==> config.mk <==
export PLATFORM = sky130hd
export DESIGN_NAME = perf_counter_error_status
export DESIGN_NICKNAME = d
export VERILOG_FILES = /design/src/shared/perf_counter_error_status_pkg.sv /design/src/hw/perf_counter_error_status.sv
export VERILOG_INCLUDE_DIRS = /design/src /design/src/shared
export SDC_FILE = /design/constraint.sdc
export NUM_CORES = 2
export LEC_CHECK = 0
export BUFFER_PORTS_ARGS = -buffer_cell sky130_fd_sc_hd__buf_2
export CAP_MARGIN = 5
export CORE_UTILIZATION = 58
export CTS_CLUSTER_SIZE = 10
export DETAILED_ROUTE_END_ITERATION = 16
export PLACE_DENSITY = 0.78
export SYNTH_ARGS = -nofsm -noshare
export SYNTH_HDL_FRONTEND = slang
export SYNTH_SLANG_ARGS = --single-unit
export TNS_END_PERCENT = 5
==> constraint.sdc <==
create_clock -name sys_clk -period 2.7 [get_ports sys_clk]
set_input_delay 0.135 -clock sys_clk [delete_from_list [all_inputs] [get_ports sys_clk]]
set_output_delay 0.135 -clock sys_clk [all_outputs]
set_load 0.05 [all_outputs]
==> src/shared/perf_counter_error_status_consts.svh <==
// How it works
// clear register: write one to bit n zeroes counter n; zero leaves it.
// upper bits reserved; software writes zeros, reads may return anything.
// enable bits reset to zero; counter counts only while its bit is one.
// sixteen 32-bit count registers, read/write by software, reset to zero.
// each counter has a 5-bit read/write source select, reset zero.
// source select picks any of thirty event sources, ids 0 to 29.
// enabled counter adds one per selected event; clear beats increment.
// misc error bits 15..13: cache overrun, memctl binner, memctl renderer.
// misc error bit 12 fetcher idle, bit 11 fetcher pointer fault.
// misc error bit 10: vertex data writer address overflow.
// misc error bits 9..4: vertex memory faults.
// misc error bits 3..0: vertex memory allocator faults.
// misc error register read-only, resets zero, grouped by unit.
// setup error register: bits 20..16 setup faults, bits 2..1 read faults.
// error flags are sticky until device reset.
`ifndef PERF_COUNTER_ERROR_STATUS_CONSTS_SVH
`define PERF_COUNTER_ERROR_STATUS_CONSTS_SVH
`define PCE_NUM_COUNTERS     16
`define PCE_NUM_SOURCES      30
`define PCE_ADDR_COUNTER_CLEAR  12'h000
`define PCE_ADDR_COUNTER_ENABLE 12'h004
`define PCE_ADDR_MISC_ERROR     12'h008
`define PCE_ADDR_SETUP_ERROR    12'h00C
`define PCE_ADDR_IRQ_STATUS     12'h010
`define PCE_ADDR_IRQ_MASK       12'h014
`define PCE_ADDR_VALUE_BASE     12'h100
`define PCE_ADDR_SELECT_BASE    12'h180
`define PCE_BANK_MASK           12'hF80
`define PCE_IDX_LSB             2
`define PCE_IDX_MSB             5
`define PCE_SEL_MSB             4
`define PCE_MISC_MSB            15
`define PCE_SETUP_FLT_LSB       16
`define PCE_SETUP_FLT_MSB       20
`define PCE_SETUP_RD_LSB        1
`define PCE_SETUP_RD_MSB        2
`define PCE_FETCHER_IDLE_BIT    12
`define PCE_IRQ_MISC_BIT        0
`define PCE_IRQ_SETUP_BIT       1
`define PCE_IRQ_WRAP_BIT        2
`define PCE_IRQ_MSB             2
`define PCE_EN_MSB              15
`define PCE_SETUP_HI_LSB        2
`define PCE_SETUP_HI_MSB        6
`define PCE_SETUP_LO_MSB        1
`define PCE_MISC_EVENT_MASK     16'hEFFF
`define PCE_COUNT_MAX           32'hFFFF_FFFF
`endif

==> src/shared/perf_counter_error_status_pkg.sv <==
package perf_counter_error_status_pkg;
    typedef struct packed {
        logic        psel;
        logic        penable;
        logic        pwrite;
        logic [11:0] paddr;
        logic [31:0] pwdata;
    } apb_req_t;

    typedef struct packed {
        logic [31:0] prdata;
        logic        pready;
        logic        pslverr;
    } apb_rsp_t;

    // one strobe per misc error source, bit position = register bit
    typedef struct packed {
        logic cache_rx_overrun_err;
        logic memctl_binner_err;
        logic memctl_renderer_err;
        logic fetcher_idle;
        logic fetcher_pointer_err;
        logic writer_overflow_err;
        logic vmem_size_err;
        logic vmem_free_unalloc_err;
        logic vmem_write_unalloc_err;
        logic vmem_read_unalloc_err;
        logic vmem_read_range_err;
        logic vmem_write_range_err;
        logic alloc_render_limit_err;
        logic alloc_bin_limit_err;
        logic alloc_too_big_err;
        logic alloc_base_busy_err;
    } misc_err_t;

    typedef struct packed {
        logic setup_fpd_used_err;
        logic setup_valid_err;
        logic setup_mult_err_2;
        logic setup_mult_err_1;
        logic setup_mult_err_0;
        logic vmem_read_err_b;
        logic vmem_read_err_a;
    } setup_err_t;

    typedef struct packed {
        logic [15:0]       enable;
        logic [15:0][31:0] value;
        logic [15:0][4:0]  select;
        misc_err_t         misc;
        setup_err_t        setup;
        logic [2:0]        irq_status;
        logic [2:0]        irq_mask;
        logic              irq;
        apb_rsp_t          rsp;
    } state_t;
endpackage

==> src/hw/perf_counter_error_status.sv <==
`timescale 1ns/1ps
`include "perf_counter_error_status_consts.svh"
module perf_counter_error_status
(
    // clock and reset
    input  wire logic                                     sys_clk,
    input  wire logic                                     rst_n,
    // apb slave
    input  wire perf_counter_error_status_pkg::apb_req_t  apb_req,
    output      perf_counter_error_status_pkg::apb_rsp_t  apb_rsp,
    // event sources, one level per source id per cycle
    input  wire logic [29:0]                              event_in,
    // error strobes from pipeline units
    input  wire perf_counter_error_status_pkg::misc_err_t  misc_err_in,
    input  wire perf_counter_error_status_pkg::setup_err_t setup_err_in,
    // interrupt
    output      logic                                     irq
);
    perf_counter_error_status_pkg::state_t s_q;
    perf_counter_error_status_pkg::state_t s_d;

    // register index within a counter bank
    function automatic logic [3:0] reg_index(input logic [11:0] a);
        reg_index = a[`PCE_IDX_MSB:`PCE_IDX_LSB];
    endfunction

    function automatic logic in_value_bank(input logic [11:0] a);
        in_value_bank = ((a & `PCE_BANK_MASK) == `PCE_ADDR_VALUE_BASE);
    endfunction

    function automatic logic in_select_bank(input logic [11:0] a);
        in_select_bank = ((a & `PCE_BANK_MASK) == `PCE_ADDR_SELECT_BASE);
    endfunction

    // ids past the last source count nothing
    function automatic logic event_of(input logic [29:0] ev, input logic [4:0] sel);
        event_of = (sel < 5'(`PCE_NUM_SOURCES)) ? ev[sel] : 1'b0;
    endfunction

    // bus phases
    logic        setup_phase;
    logic        access_phase;
    logic        wr_en;
    logic        wr_commit;
    logic [11:0] addr;
    logic [31:0] wdata;

    // write strobes, high on the access edge only
    logic        wr_clear;
    logic        wr_enable;
    logic        wr_irq_status;
    logic        wr_irq_mask;
    logic        wr_value;
    logic        wr_select;
    logic [3:0]  wr_index;

    // read path
    logic [31:0] rdata;
    logic        hit;
    logic [15:0] misc_bits;
    logic [31:0] setup_word;

    // counter bank
    logic [15:0] clr;
    logic [15:0] value_wr;
    logic [15:0] select_wr;
    logic [15:0] counting;
    logic [15:0] wrapping;

    // interrupt sources
    logic [15:0] misc_new;
    logic [6:0]  setup_new;
    logic [2:0]  ev_set;
    logic [2:0]  irq_clear;

    assign setup_phase  = apb_req.psel && !apb_req.penable;
    assign access_phase = apb_req.psel && apb_req.penable;
    assign wr_en        = access_phase && apb_req.pwrite;
    // a write lands only on the edge that also sees ready high
    assign wr_commit    = wr_en && s_q.rsp.pready;
    assign addr         = apb_req.paddr;
    assign wdata        = apb_req.pwdata;
    assign wr_index     = reg_index(addr);
    assign misc_bits    = s_q.misc;
    assign clr          = wr_clear ? wdata[`PCE_EN_MSB:0] : 16'h0;

    // write decode; error registers are read-only and fall through
    always_comb
    begin
        wr_clear      = 1'b0;
        wr_enable     = 1'b0;
        wr_irq_status = 1'b0;
        wr_irq_mask   = 1'b0;
        wr_value      = 1'b0;
        wr_select     = 1'b0;
        if (wr_commit)
        begin
            if (addr == `PCE_ADDR_COUNTER_CLEAR)
            begin
                wr_clear = 1'b1;
            end
            else if (addr == `PCE_ADDR_COUNTER_ENABLE)
            begin
                wr_enable = 1'b1;
            end
            else if (addr == `PCE_ADDR_IRQ_STATUS)
            begin
                wr_irq_status = 1'b1;
            end
            else if (addr == `PCE_ADDR_IRQ_MASK)
            begin
                wr_irq_mask = 1'b1;
            end
            else if (in_value_bank(addr))
            begin
                wr_value = 1'b1;
            end
            else if (in_select_bank(addr))
            begin
                wr_select = 1'b1;
            end
        end
    end

    // setup error flags placed at their register bits
    always_comb
    begin
        setup_word = 32'h0;
        setup_word[`PCE_SETUP_FLT_MSB:`PCE_SETUP_FLT_LSB] =
            s_q.setup[`PCE_SETUP_HI_MSB:`PCE_SETUP_HI_LSB];
        setup_word[`PCE_SETUP_RD_MSB:`PCE_SETUP_RD_LSB] = s_q.setup[`PCE_SETUP_LO_MSB:0];
    end

    // read decode, reserved bits read zero
    always_comb
    begin
        rdata = 32'h0;
        hit   = 1'b1;
        if (addr == `PCE_ADDR_COUNTER_CLEAR)
        begin
            rdata = 32'h0;
        end
        else if (addr == `PCE_ADDR_COUNTER_ENABLE)
        begin
            rdata = {16'h0, s_q.enable};
        end
        else if (addr == `PCE_ADDR_MISC_ERROR)
        begin
            rdata = {16'h0, misc_bits};
        end
        else if (addr == `PCE_ADDR_SETUP_ERROR)
        begin
            rdata = setup_word;
        end
        else if (addr == `PCE_ADDR_IRQ_STATUS)
        begin
            rdata = {29'h0, s_q.irq_status};
        end
        else if (addr == `PCE_ADDR_IRQ_MASK)
        begin
            rdata = {29'h0, s_q.irq_mask};
        end
        else if (in_value_bank(addr))
        begin
            rdata = s_q.value[reg_index(addr)];
        end
        else if (in_select_bank(addr))
        begin
            rdata = {27'h0, s_q.select[reg_index(addr)]};
        end
        else
        begin
            hit = 1'b0;
        end
    end

    // per counter: write targets, steps and wraps this cycle
    always_comb
    begin
        value_wr  = 16'h0;
        select_wr = 16'h0;
        counting  = 16'h0;
        wrapping  = 16'h0;
        for (int n = 0; n < `PCE_NUM_COUNTERS; n++)
        begin
            value_wr[n]  = wr_value && (wr_index == 4'(n));
            select_wr[n] = wr_select && (wr_index == 4'(n));
            counting[n]  = s_q.enable[n] && event_of(event_in, s_q.select[n]);
            wrapping[n]  = counting[n] && (s_q.value[n] == `PCE_COUNT_MAX);
        end
    end

    // new errors only; the idle flag is status, not an event
    always_comb
    begin
        misc_new  = misc_err_in & ~s_q.misc & `PCE_MISC_EVENT_MASK;
        setup_new = setup_err_in & ~s_q.setup;
        ev_set    = 3'h0;
        ev_set[`PCE_IRQ_MISC_BIT]  = |misc_new;
        ev_set[`PCE_IRQ_SETUP_BIT] = |setup_new;
        // a step lost to a clear or a write is no wrap
        ev_set[`PCE_IRQ_WRAP_BIT]  = |(wrapping & ~clr & ~value_wr);
        irq_clear = wr_irq_status ? wdata[`PCE_IRQ_MSB:0] : 3'h0;
    end

    always_comb
    begin
        s_d = s_q;
        // no wait state: setup edge loads the answer, first access cycle shows it
        s_d.rsp.pready  = 1'b0;
        s_d.rsp.pslverr = 1'b0;
        if (setup_phase && !apb_req.pwrite)
        begin
            s_d.rsp.pready  = 1'b1;
            s_d.rsp.pslverr = !hit;
            s_d.rsp.prdata  = rdata;
        end
        else if (setup_phase)
        begin
            s_d.rsp.pready  = 1'b1;
            s_d.rsp.pslverr = !hit;
            s_d.rsp.prdata  = 32'h0;
        end

        if (wr_enable)
        begin
            s_d.enable = wdata[`PCE_EN_MSB:0];
        end
        if (wr_irq_mask)
        begin
            s_d.irq_mask = wdata[`PCE_IRQ_MSB:0];
        end

        // clear beats a software write, which beats a step
        for (int n = 0; n < `PCE_NUM_COUNTERS; n++)
        begin
            if (clr[n])
            begin
                s_d.value[n] = 32'h0;
            end
            else if (value_wr[n])
            begin
                s_d.value[n] = wdata;
            end
            else if (counting[n])
            begin
                s_d.value[n] = s_q.value[n] + 32'h1;
            end
            if (select_wr[n])
            begin
                s_d.select[n] = wdata[`PCE_SEL_MSB:0];
            end
        end

        // sticky error capture, held until reset
        if (misc_err_in.cache_rx_overrun_err)
        begin
            s_d.misc.cache_rx_overrun_err = 1'b1;
        end
        if (misc_err_in.memctl_binner_err)
        begin
            s_d.misc.memctl_binner_err = 1'b1;
        end
        if (misc_err_in.memctl_renderer_err)
        begin
            s_d.misc.memctl_renderer_err = 1'b1;
        end
        // fetcher idle follows its source, it is not a fault
        s_d.misc.fetcher_idle = misc_err_in.fetcher_idle;
        if (misc_err_in.fetcher_pointer_err)
        begin
            s_d.misc.fetcher_pointer_err = 1'b1;
        end
        if (misc_err_in.writer_overflow_err)
        begin
            s_d.misc.writer_overflow_err = 1'b1;
        end
        // vertex memory faults
        if (misc_err_in.vmem_size_err)
        begin
            s_d.misc.vmem_size_err = 1'b1;
        end
        if (misc_err_in.vmem_free_unalloc_err)
        begin
            s_d.misc.vmem_free_unalloc_err = 1'b1;
        end
        if (misc_err_in.vmem_write_unalloc_err)
        begin
            s_d.misc.vmem_write_unalloc_err = 1'b1;
        end
        if (misc_err_in.vmem_read_unalloc_err)
        begin
            s_d.misc.vmem_read_unalloc_err = 1'b1;
        end
        if (misc_err_in.vmem_read_range_err)
        begin
            s_d.misc.vmem_read_range_err = 1'b1;
        end
        if (misc_err_in.vmem_write_range_err)
        begin
            s_d.misc.vmem_write_range_err = 1'b1;
        end
        // allocator faults
        if (misc_err_in.alloc_render_limit_err)
        begin
            s_d.misc.alloc_render_limit_err = 1'b1;
        end
        if (misc_err_in.alloc_bin_limit_err)
        begin
            s_d.misc.alloc_bin_limit_err = 1'b1;
        end
        if (misc_err_in.alloc_too_big_err)
        begin
            s_d.misc.alloc_too_big_err = 1'b1;
        end
        if (misc_err_in.alloc_base_busy_err)
        begin
            s_d.misc.alloc_base_busy_err = 1'b1;
        end

        // primitive setup faults
        if (setup_err_in.setup_fpd_used_err)
        begin
            s_d.setup.setup_fpd_used_err = 1'b1;
        end
        if (setup_err_in.setup_valid_err)
        begin
            s_d.setup.setup_valid_err = 1'b1;
        end
        if (setup_err_in.setup_mult_err_2)
        begin
            s_d.setup.setup_mult_err_2 = 1'b1;
        end
        if (setup_err_in.setup_mult_err_1)
        begin
            s_d.setup.setup_mult_err_1 = 1'b1;
        end
        if (setup_err_in.setup_mult_err_0)
        begin
            s_d.setup.setup_mult_err_0 = 1'b1;
        end
        if (setup_err_in.vmem_read_err_b)
        begin
            s_d.setup.vmem_read_err_b = 1'b1;
        end
        if (setup_err_in.vmem_read_err_a)
        begin
            s_d.setup.vmem_read_err_a = 1'b1;
        end

        // set wins over a software clear in the same cycle
        for (int b = 0; b <= `PCE_IRQ_MSB; b++)
        begin
            if (ev_set[b])
            begin
                s_d.irq_status[b] = 1'b1;
            end
            else if (irq_clear[b])
            begin
                s_d.irq_status[b] = 1'b0;
            end
        end
        s_d.irq = |(s_d.irq_status & s_d.irq_mask);
    end

    always_ff @(posedge sys_clk)
    begin
        if (!rst_n)
            s_q <= '0;
        else
            s_q <= s_d;
    end

    assign apb_rsp = s_q.rsp;
    assign irq     = s_q.irq;
endmodule // perf_counter_error_status

* Word level (Yosys, flattened, before mapping)
Cells that the tools add are included.
** Operators by class
- Add/sub/neg operators :: 16
- Order comparisons :: 33
- Eq/ne operators :: 38
- Multiplexer cells :: 137
- Bitwise logic cells :: 10
- Reduce and logical (&&, ||, !) cells :: 111
** Operator list (number)
- $mux 32 :: 40
- $add 32x1->32 const B :: 16
- $eq 32x32->1 const B :: 16
- $bmux 32 s4 :: 1
- $lt 5x6->1 const B :: 16
- $bmux 1 s5 :: 16
- $lt 5x5->1 const B :: 16
- $mux 1 :: 72
- $logic_and 1x1->1 :: 69
- $mux 34 :: 2
- $and 16x16->16 :: 3
- $not 16->16 :: 3
- $reduce_bool 2->1 :: 17
- $eq 4x4->1 const B :: 8
- $reduce_or 2->1 :: 16
- $eq 12x4->1 const B :: 2
- $eq 12x5->1 const B :: 2
- $bmux 5 s4 :: 1
- $eq 4x3->1 const B :: 4
- $mux 16 :: 1
- $reduce_or 16->1 :: 1
- $reduce_or 15->1 :: 1
- $eq 12x3->1 const B :: 1
- $logic_not 12->1 :: 1
- 14 further kinds :: 20
** Storage, ports and cells
- Bits in registers :: 672
- Output and inout port bits :: 35
- Logic and storage cells :: 407

* Logic depth before layout (Yosys ltp)
- Depth after elaboration :: 14
- Gate-level depth with buffers :: 11
- Gate-level depth less buffers :: 9

* Least setup slack after synthesis
Ideal clock, no wire load.
- Kind :: register -> register
- Start :: register s_q[119] (netlist name)
- End :: register s_q[520] (netlist name)
- Library setup time :: 79 ps
- Arrival :: 2771 ps
- Slack :: -150 ps
- Stages on the path, launching flop included :: 9
- Buffers on the path :: 2
- Period minus slack after synthesis :: 2850 ps
- Cell sequence :: dfxtp_1 > clkbuf_1 > mux4_1 > a221o_1 > or4b_1 > buf_2 > or3_4 > xor2_1 > a211oi_2
** On the way
- Cells in the longest elaborated chain, start to end :: 5
- Elaborated cells on any way between the ends :: 6
- Those cells by class :: 1 x order compare; 3 x mux; 2 x reduce/logical
** RTL lines
- start, declared :: line perf_counter_error_status.sv:19 : perf_counter_error_status_pkg::state_t s_q;
- start signal, assigned :: line perf_counter_error_status.sv:369 : s_q <= '0;
- start signal, assigned :: line perf_counter_error_status.sv:371 : s_q <= s_d;
- $bmux 1 s5 :: line perf_counter_error_status.sv:37 : event_of = (sel < 5'(`PCE_NUM_SOURCES)) ? ev[sel] : 1'b0;
- $mux 1 (not written as such) :: line perf_counter_error_status.sv:37
- $mux 1 (*) :: line perf_counter_error_status.sv:37
- $logic_and 1x1->1 (*) :: line perf_counter_error_status.sv:188 : counting[n] = s_q.enable[n] && event_of(event_in, s_q.select[n]);
- $reduce_bool 2->1 (no line) (*)
Mark *: on every way between the ends. The rest lies on a longest branch, timed or not. The select of a mux whose other input is x is not followed.
A chain may end at the register's enable or synchronous reset.

* Final worst setup path
- Start :: register s_q[134] (netlist name)
- End :: register s_q[621] (netlist name)
The elaborated chain is that of the path after synthesis.

==> impl.org <==
** Status
- The run finished, with violations left.
- The checks that failed: negative setup slack.

** Floorplanning
- Placeable core region :: 72960 um^2
- Vert. Die Dim :: 273.7 um
- The die covers 74940 um^2.
- The initialized floorplan defines a little under 100 standard-cell rows.
- Number of top-level pins :: around 140
- Die boundary width :: 273.7 um
- Initial core utilization :: 58.70%

** Worst setup path
- Class of the most critical setup path :: reg -> reg
- Biggest fanout along the worst timing path :: 10
- Together, buffers and inverters on the worst path number 1.
- STA classifies the critical path endpoint as a register.
- Critical path required time :: 3.27 ns
- In this design, the stage delay of the slowest critical-path cell is 0.61 ns.
- The slowest stage of the critical path is the sky130_fd_sc_hd__or4_1 cell.
- Dominant delay contributor by cell family on the critical path :: simple AND/OR/NAND/NOR gates
- The signal on the critical path passes through mux4_2 > a2bb2oi_1 > a211oi_1 > buf_4 > nor4_4 > nand4_1 > or4_1 > xor2_1 > a21oi_1.
- Arrival time reported for the critical path endpoint :: 3.42 ns
- The worst setup path is launched from a register.

** Clock network
- Max clock buf depth :: 3
- TritonCTS built the clock tree.
- Root Buffer :: sky130_fd_sc_hd__clkbuf_16
- The H-tree generated during clock tree synthesis spans 3 levels.
- Buffers inserted during clock tree synthesis total 80.
- For the worst-skew pair, the clock arrives at the later sink with an insertion delay of ~0.66 ns.
- TritonCTS Sinks :: 672
- After clock tree synthesis, the clock-pin slew on the worst setup and hold paths is 0.06 ns.

** Final layout
- Number of fillers in the final layout :: approximately 5500
- Relative to the synthesized area, the layout overhead comes to 18.71%.
- Number of nets in the layout :: between 5000 and 6000
- The post-route netlist has 22.78% of its cells at a drive strength greater than 1.

** Logic synthesis
- Number of enable flip-flop cells after synthesis :: 0
- Post-synthesis async set-or-reset flop share :: 0%
- In this run, distinct cell masters in the synthesized netlist total 88.
- Among all flip-flop cells after synthesis, the most frequent one is sky130_fd_sc_hd__dfxtp_1.
- During synthesis, Yosys emitted a total of 0 warnings.
- Synthesis produced a netlist whose cell count is slightly below 5000.
- The share of the Yosys chip area taken by registers is 31.41%.
- Synthesized area per cell :: 8.628 um^2
- Flop and latch count out of synthesis :: 672
- The number of nets handed over by synthesis was 5082.
- Cell area after technology mapping :: 42830 um^2

** Placement
- Final weighted congestion in routability-driven placement :: 1.056
- Placed wire-length estimate after detailed placement :: roughly 120000 um
- Post-place setup slack :: -0.3707 ns
- Input/output buffers :: about 140

** STA
- The number of hold violations in the final report is 0.
- Setup repair after global routing could not meet its margin everywhere.
- Number of slew-limit violations in the final report :: 0
- Max-slew headroom at the worst pin :: 18.73%
- Crit path setup slack, layout :: -0.1409 ns
- Slew at the pin with the worst max-slew slack :: between 1 and 1.5 ns
- Total Neg Setup Slack :: -1.465 ns
- For the finished layout, the period the worst path requires is approximately 2.8 ns.
- Final cycle utilization of the critical path :: 105.2%
- Across the routed clock network, the largest skew measured is 0.02688 ns.
- Setup violations remaining at the end of the flow were counted as 42.
- Maximum operating frequency :: 0.3520 GHz

** Routing
- After detailed routing, the average wire length per cell comes to 27.02 um.
- The detailed router finished its first iteration with 6834 violations.
- # DRC :: 0
- Once detail routing completed, the nets flagged for antenna violations numbered 0.
- In the routed layout, each cell is associated on average with a via count of around 6.9.
- After detailed routing, the total wire length is 171200 um.
- For this block, the via count after detailed routing is around 44000.
- For this run, the detailed router's first-pass iteration total came to 8.

** Power and ir drop
- In this run the power density over the cells is 432.8 nW/um^2.
- VDD sags by at most 0.5179 mV.
- In this run the static leakage power is 0.01754 uW.
- Total power for the finished layout comes to 22000 uW.

** Job
- The tool flagged a number of max-cap violations equal to 0.

** Global routing
- The first global-routing pass estimated 251700 um of wire.
- Via count of the first global-routing pass :: between 40000 and 50000
- Across every metal layer, demand over resource in global routing totals between 40 and 50%.
- The initial antenna violation count was 11.
- Residual overflow from global routing :: 0
- Pin count of the biggest net entering global routing :: 100

** Min path
- Worst hold path type :: in -> reg
sequential cells by signal, summed over array words and instances, names as in the netlist:
signal / flops
apb_rsp: 34
irq: 1
misc_bits: 16
s_q: 621
per-stage QoR:
step           hold slack [ns]  util [%]  std cells  cell area (um^2)
5_1_grt                0.03846     69.67       6332             50830
3_3_place_gp            0.3629     65.07       6160             47470
4_1_cts               0.006317     69.08       6316             50400
6_report               0.03823     69.69       6338             50840
2_1_floorplan           0.2508         -       4964             42850
3_5_place_dp            0.3627     65.08       6160             47480
tightest hold or removal path: stages:
cell and delay [ns]:
sky130_fd_sc_hd__buf_2 0.28, sky130_fd_sc_hd__nor2_1 0.16, sky130_fd_sc_hd__a211oi_1 0.06
final cells by class:
cell class              instances  area, um^2  share of cell area (%)
clock inverters                 9       122.6                  0.2412
repair buffers                757        5952                   11.71
multi-input cells            3734       27510                   54.10
inverters                      97       369.1                  0.7260
diodes                          7       17.52                 0.03445
well taps                     959        1200                   2.360
clock buffers                 103        2171                   4.270
flip-flops and latches        672       13510                   26.57
cells in the mapped netlist (45+ instances only):
cell                         n  area share, %
sky130_fd_sc_hd__xor2_1    236            4.8
sky130_fd_sc_hd__a21oi_1   351            4.1
sky130_fd_sc_hd__nand2_1   392            3.4
sky130_fd_sc_hd__and4_1     45           0.92
sky130_fd_sc_hd__inv_1      97           0.85
sky130_fd_sc_hd__mux4_2    263             14
sky130_fd_sc_hd__buf_2      53           0.62
sky130_fd_sc_hd__mux2i_1   141            3.3
sky130_fd_sc_hd__o21ai_0   328            3.8
sky130_fd_sc_hd__a211oi_1  252            4.4
sky130_fd_sc_hd__nor2_1    578            5.1
sky130_fd_sc_hd__dfxtp_1   672             31
sky130_fd_sc_hd__nand4_1   145            2.1
sky130_fd_sc_hd__nor3_1     69           0.81
sky130_fd_sc_hd__clkbuf_1  327            2.9
sky130_fd_sc_hd__nand3_1   177            2.1
sky130_fd_sc_hd__and3_1    121            1.8
sky130_fd_sc_hd__xnor2_1   256            5.2
power breakdown:
group	leakage (uW)	total, uW	internal, uW	switching (uW)
clock network	0.00112	10200	5690	4500
registers	0.00543	9960	9940	24.9
logic	0.0110	1860	664	1200
total	0.0175	22000	16300	5720
metal layers:
metal	share of wire (%)	GRT usage [%]	routed length, um	vias to the layer above
met5	0.051	0	88	-
met3	15	15.70	25240	892
met2	42	65.48	72060	3423
met4	8.1	30.51	13900	12
li1	-	-	-	18780
met1	35	54.74	59940	20827
cell families (layout without fill, tap and decap cells):
group,after synthesis,after routing,share of synthesized area [%]
other,0,7,0
XOR/XNOR,492,492,10.06
buffers and inverters,558,966,5.495
AO/OA/AOI/OAI,1063,1063,14.96
AND/OR/NAND/NOR,1737,1737,19.80
adder cells (fa/ha/maj),16,16,0.4674
multiplexers,426,426,17.81
flip-flops,672,672,31.41
final timing paths:
check,from,end,cells past startpoint,slack [ns]
worst max register to register,s_q[134]$_SDFFE_PN0P_,s_q[621]$_SDFFE_PP0P_,9,-0.14
worst min register to register,apb_rsp[3]$_SDFFE_PN0P_,apb_rsp[3]$_SDFFE_PN0P_,2,0.47
worst max-delay path,s_q[134]$_SDFFE_PN0P_,s_q[621]$_SDFFE_PP0P_,9,-0.14
worst min-delay path,apb_req[24],s_q[552]$_SDFFE_PP0P_,3,0.04
cell usage in the layout, fill, tap and decap left out, types with 82 or more instances in the layout:
master,count
sky130_fd_sc_hd__a211oi_1,251
sky130_fd_sc_hd__a21oi_1,351
sky130_fd_sc_hd__and3_1,120
sky130_fd_sc_hd__buf_2,134
sky130_fd_sc_hd__buf_4,533
sky130_fd_sc_hd__clkbuf_16,82
sky130_fd_sc_hd__dfxtp_1,647
sky130_fd_sc_hd__inv_1,96
sky130_fd_sc_hd__mux2i_1,141
sky130_fd_sc_hd__mux4_2,265
sky130_fd_sc_hd__nand2_1,389
sky130_fd_sc_hd__nand3_1,173
sky130_fd_sc_hd__nand4_1,145
sky130_fd_sc_hd__nor2_1,574
sky130_fd_sc_hd__o21ai_0,327
sky130_fd_sc_hd__xnor2_1,255
sky130_fd_sc_hd__xor2_1,236
what timing repair did:
action                                  CTS  global route
hold buffers                             42             0
endpoints found under the setup margin  259           272
hold endpoints to repair                 76             0
pin swaps                                 2            22
setup buffers                             2            17
resized for setup                        62            66
Power figures use the tool's default switching activity.
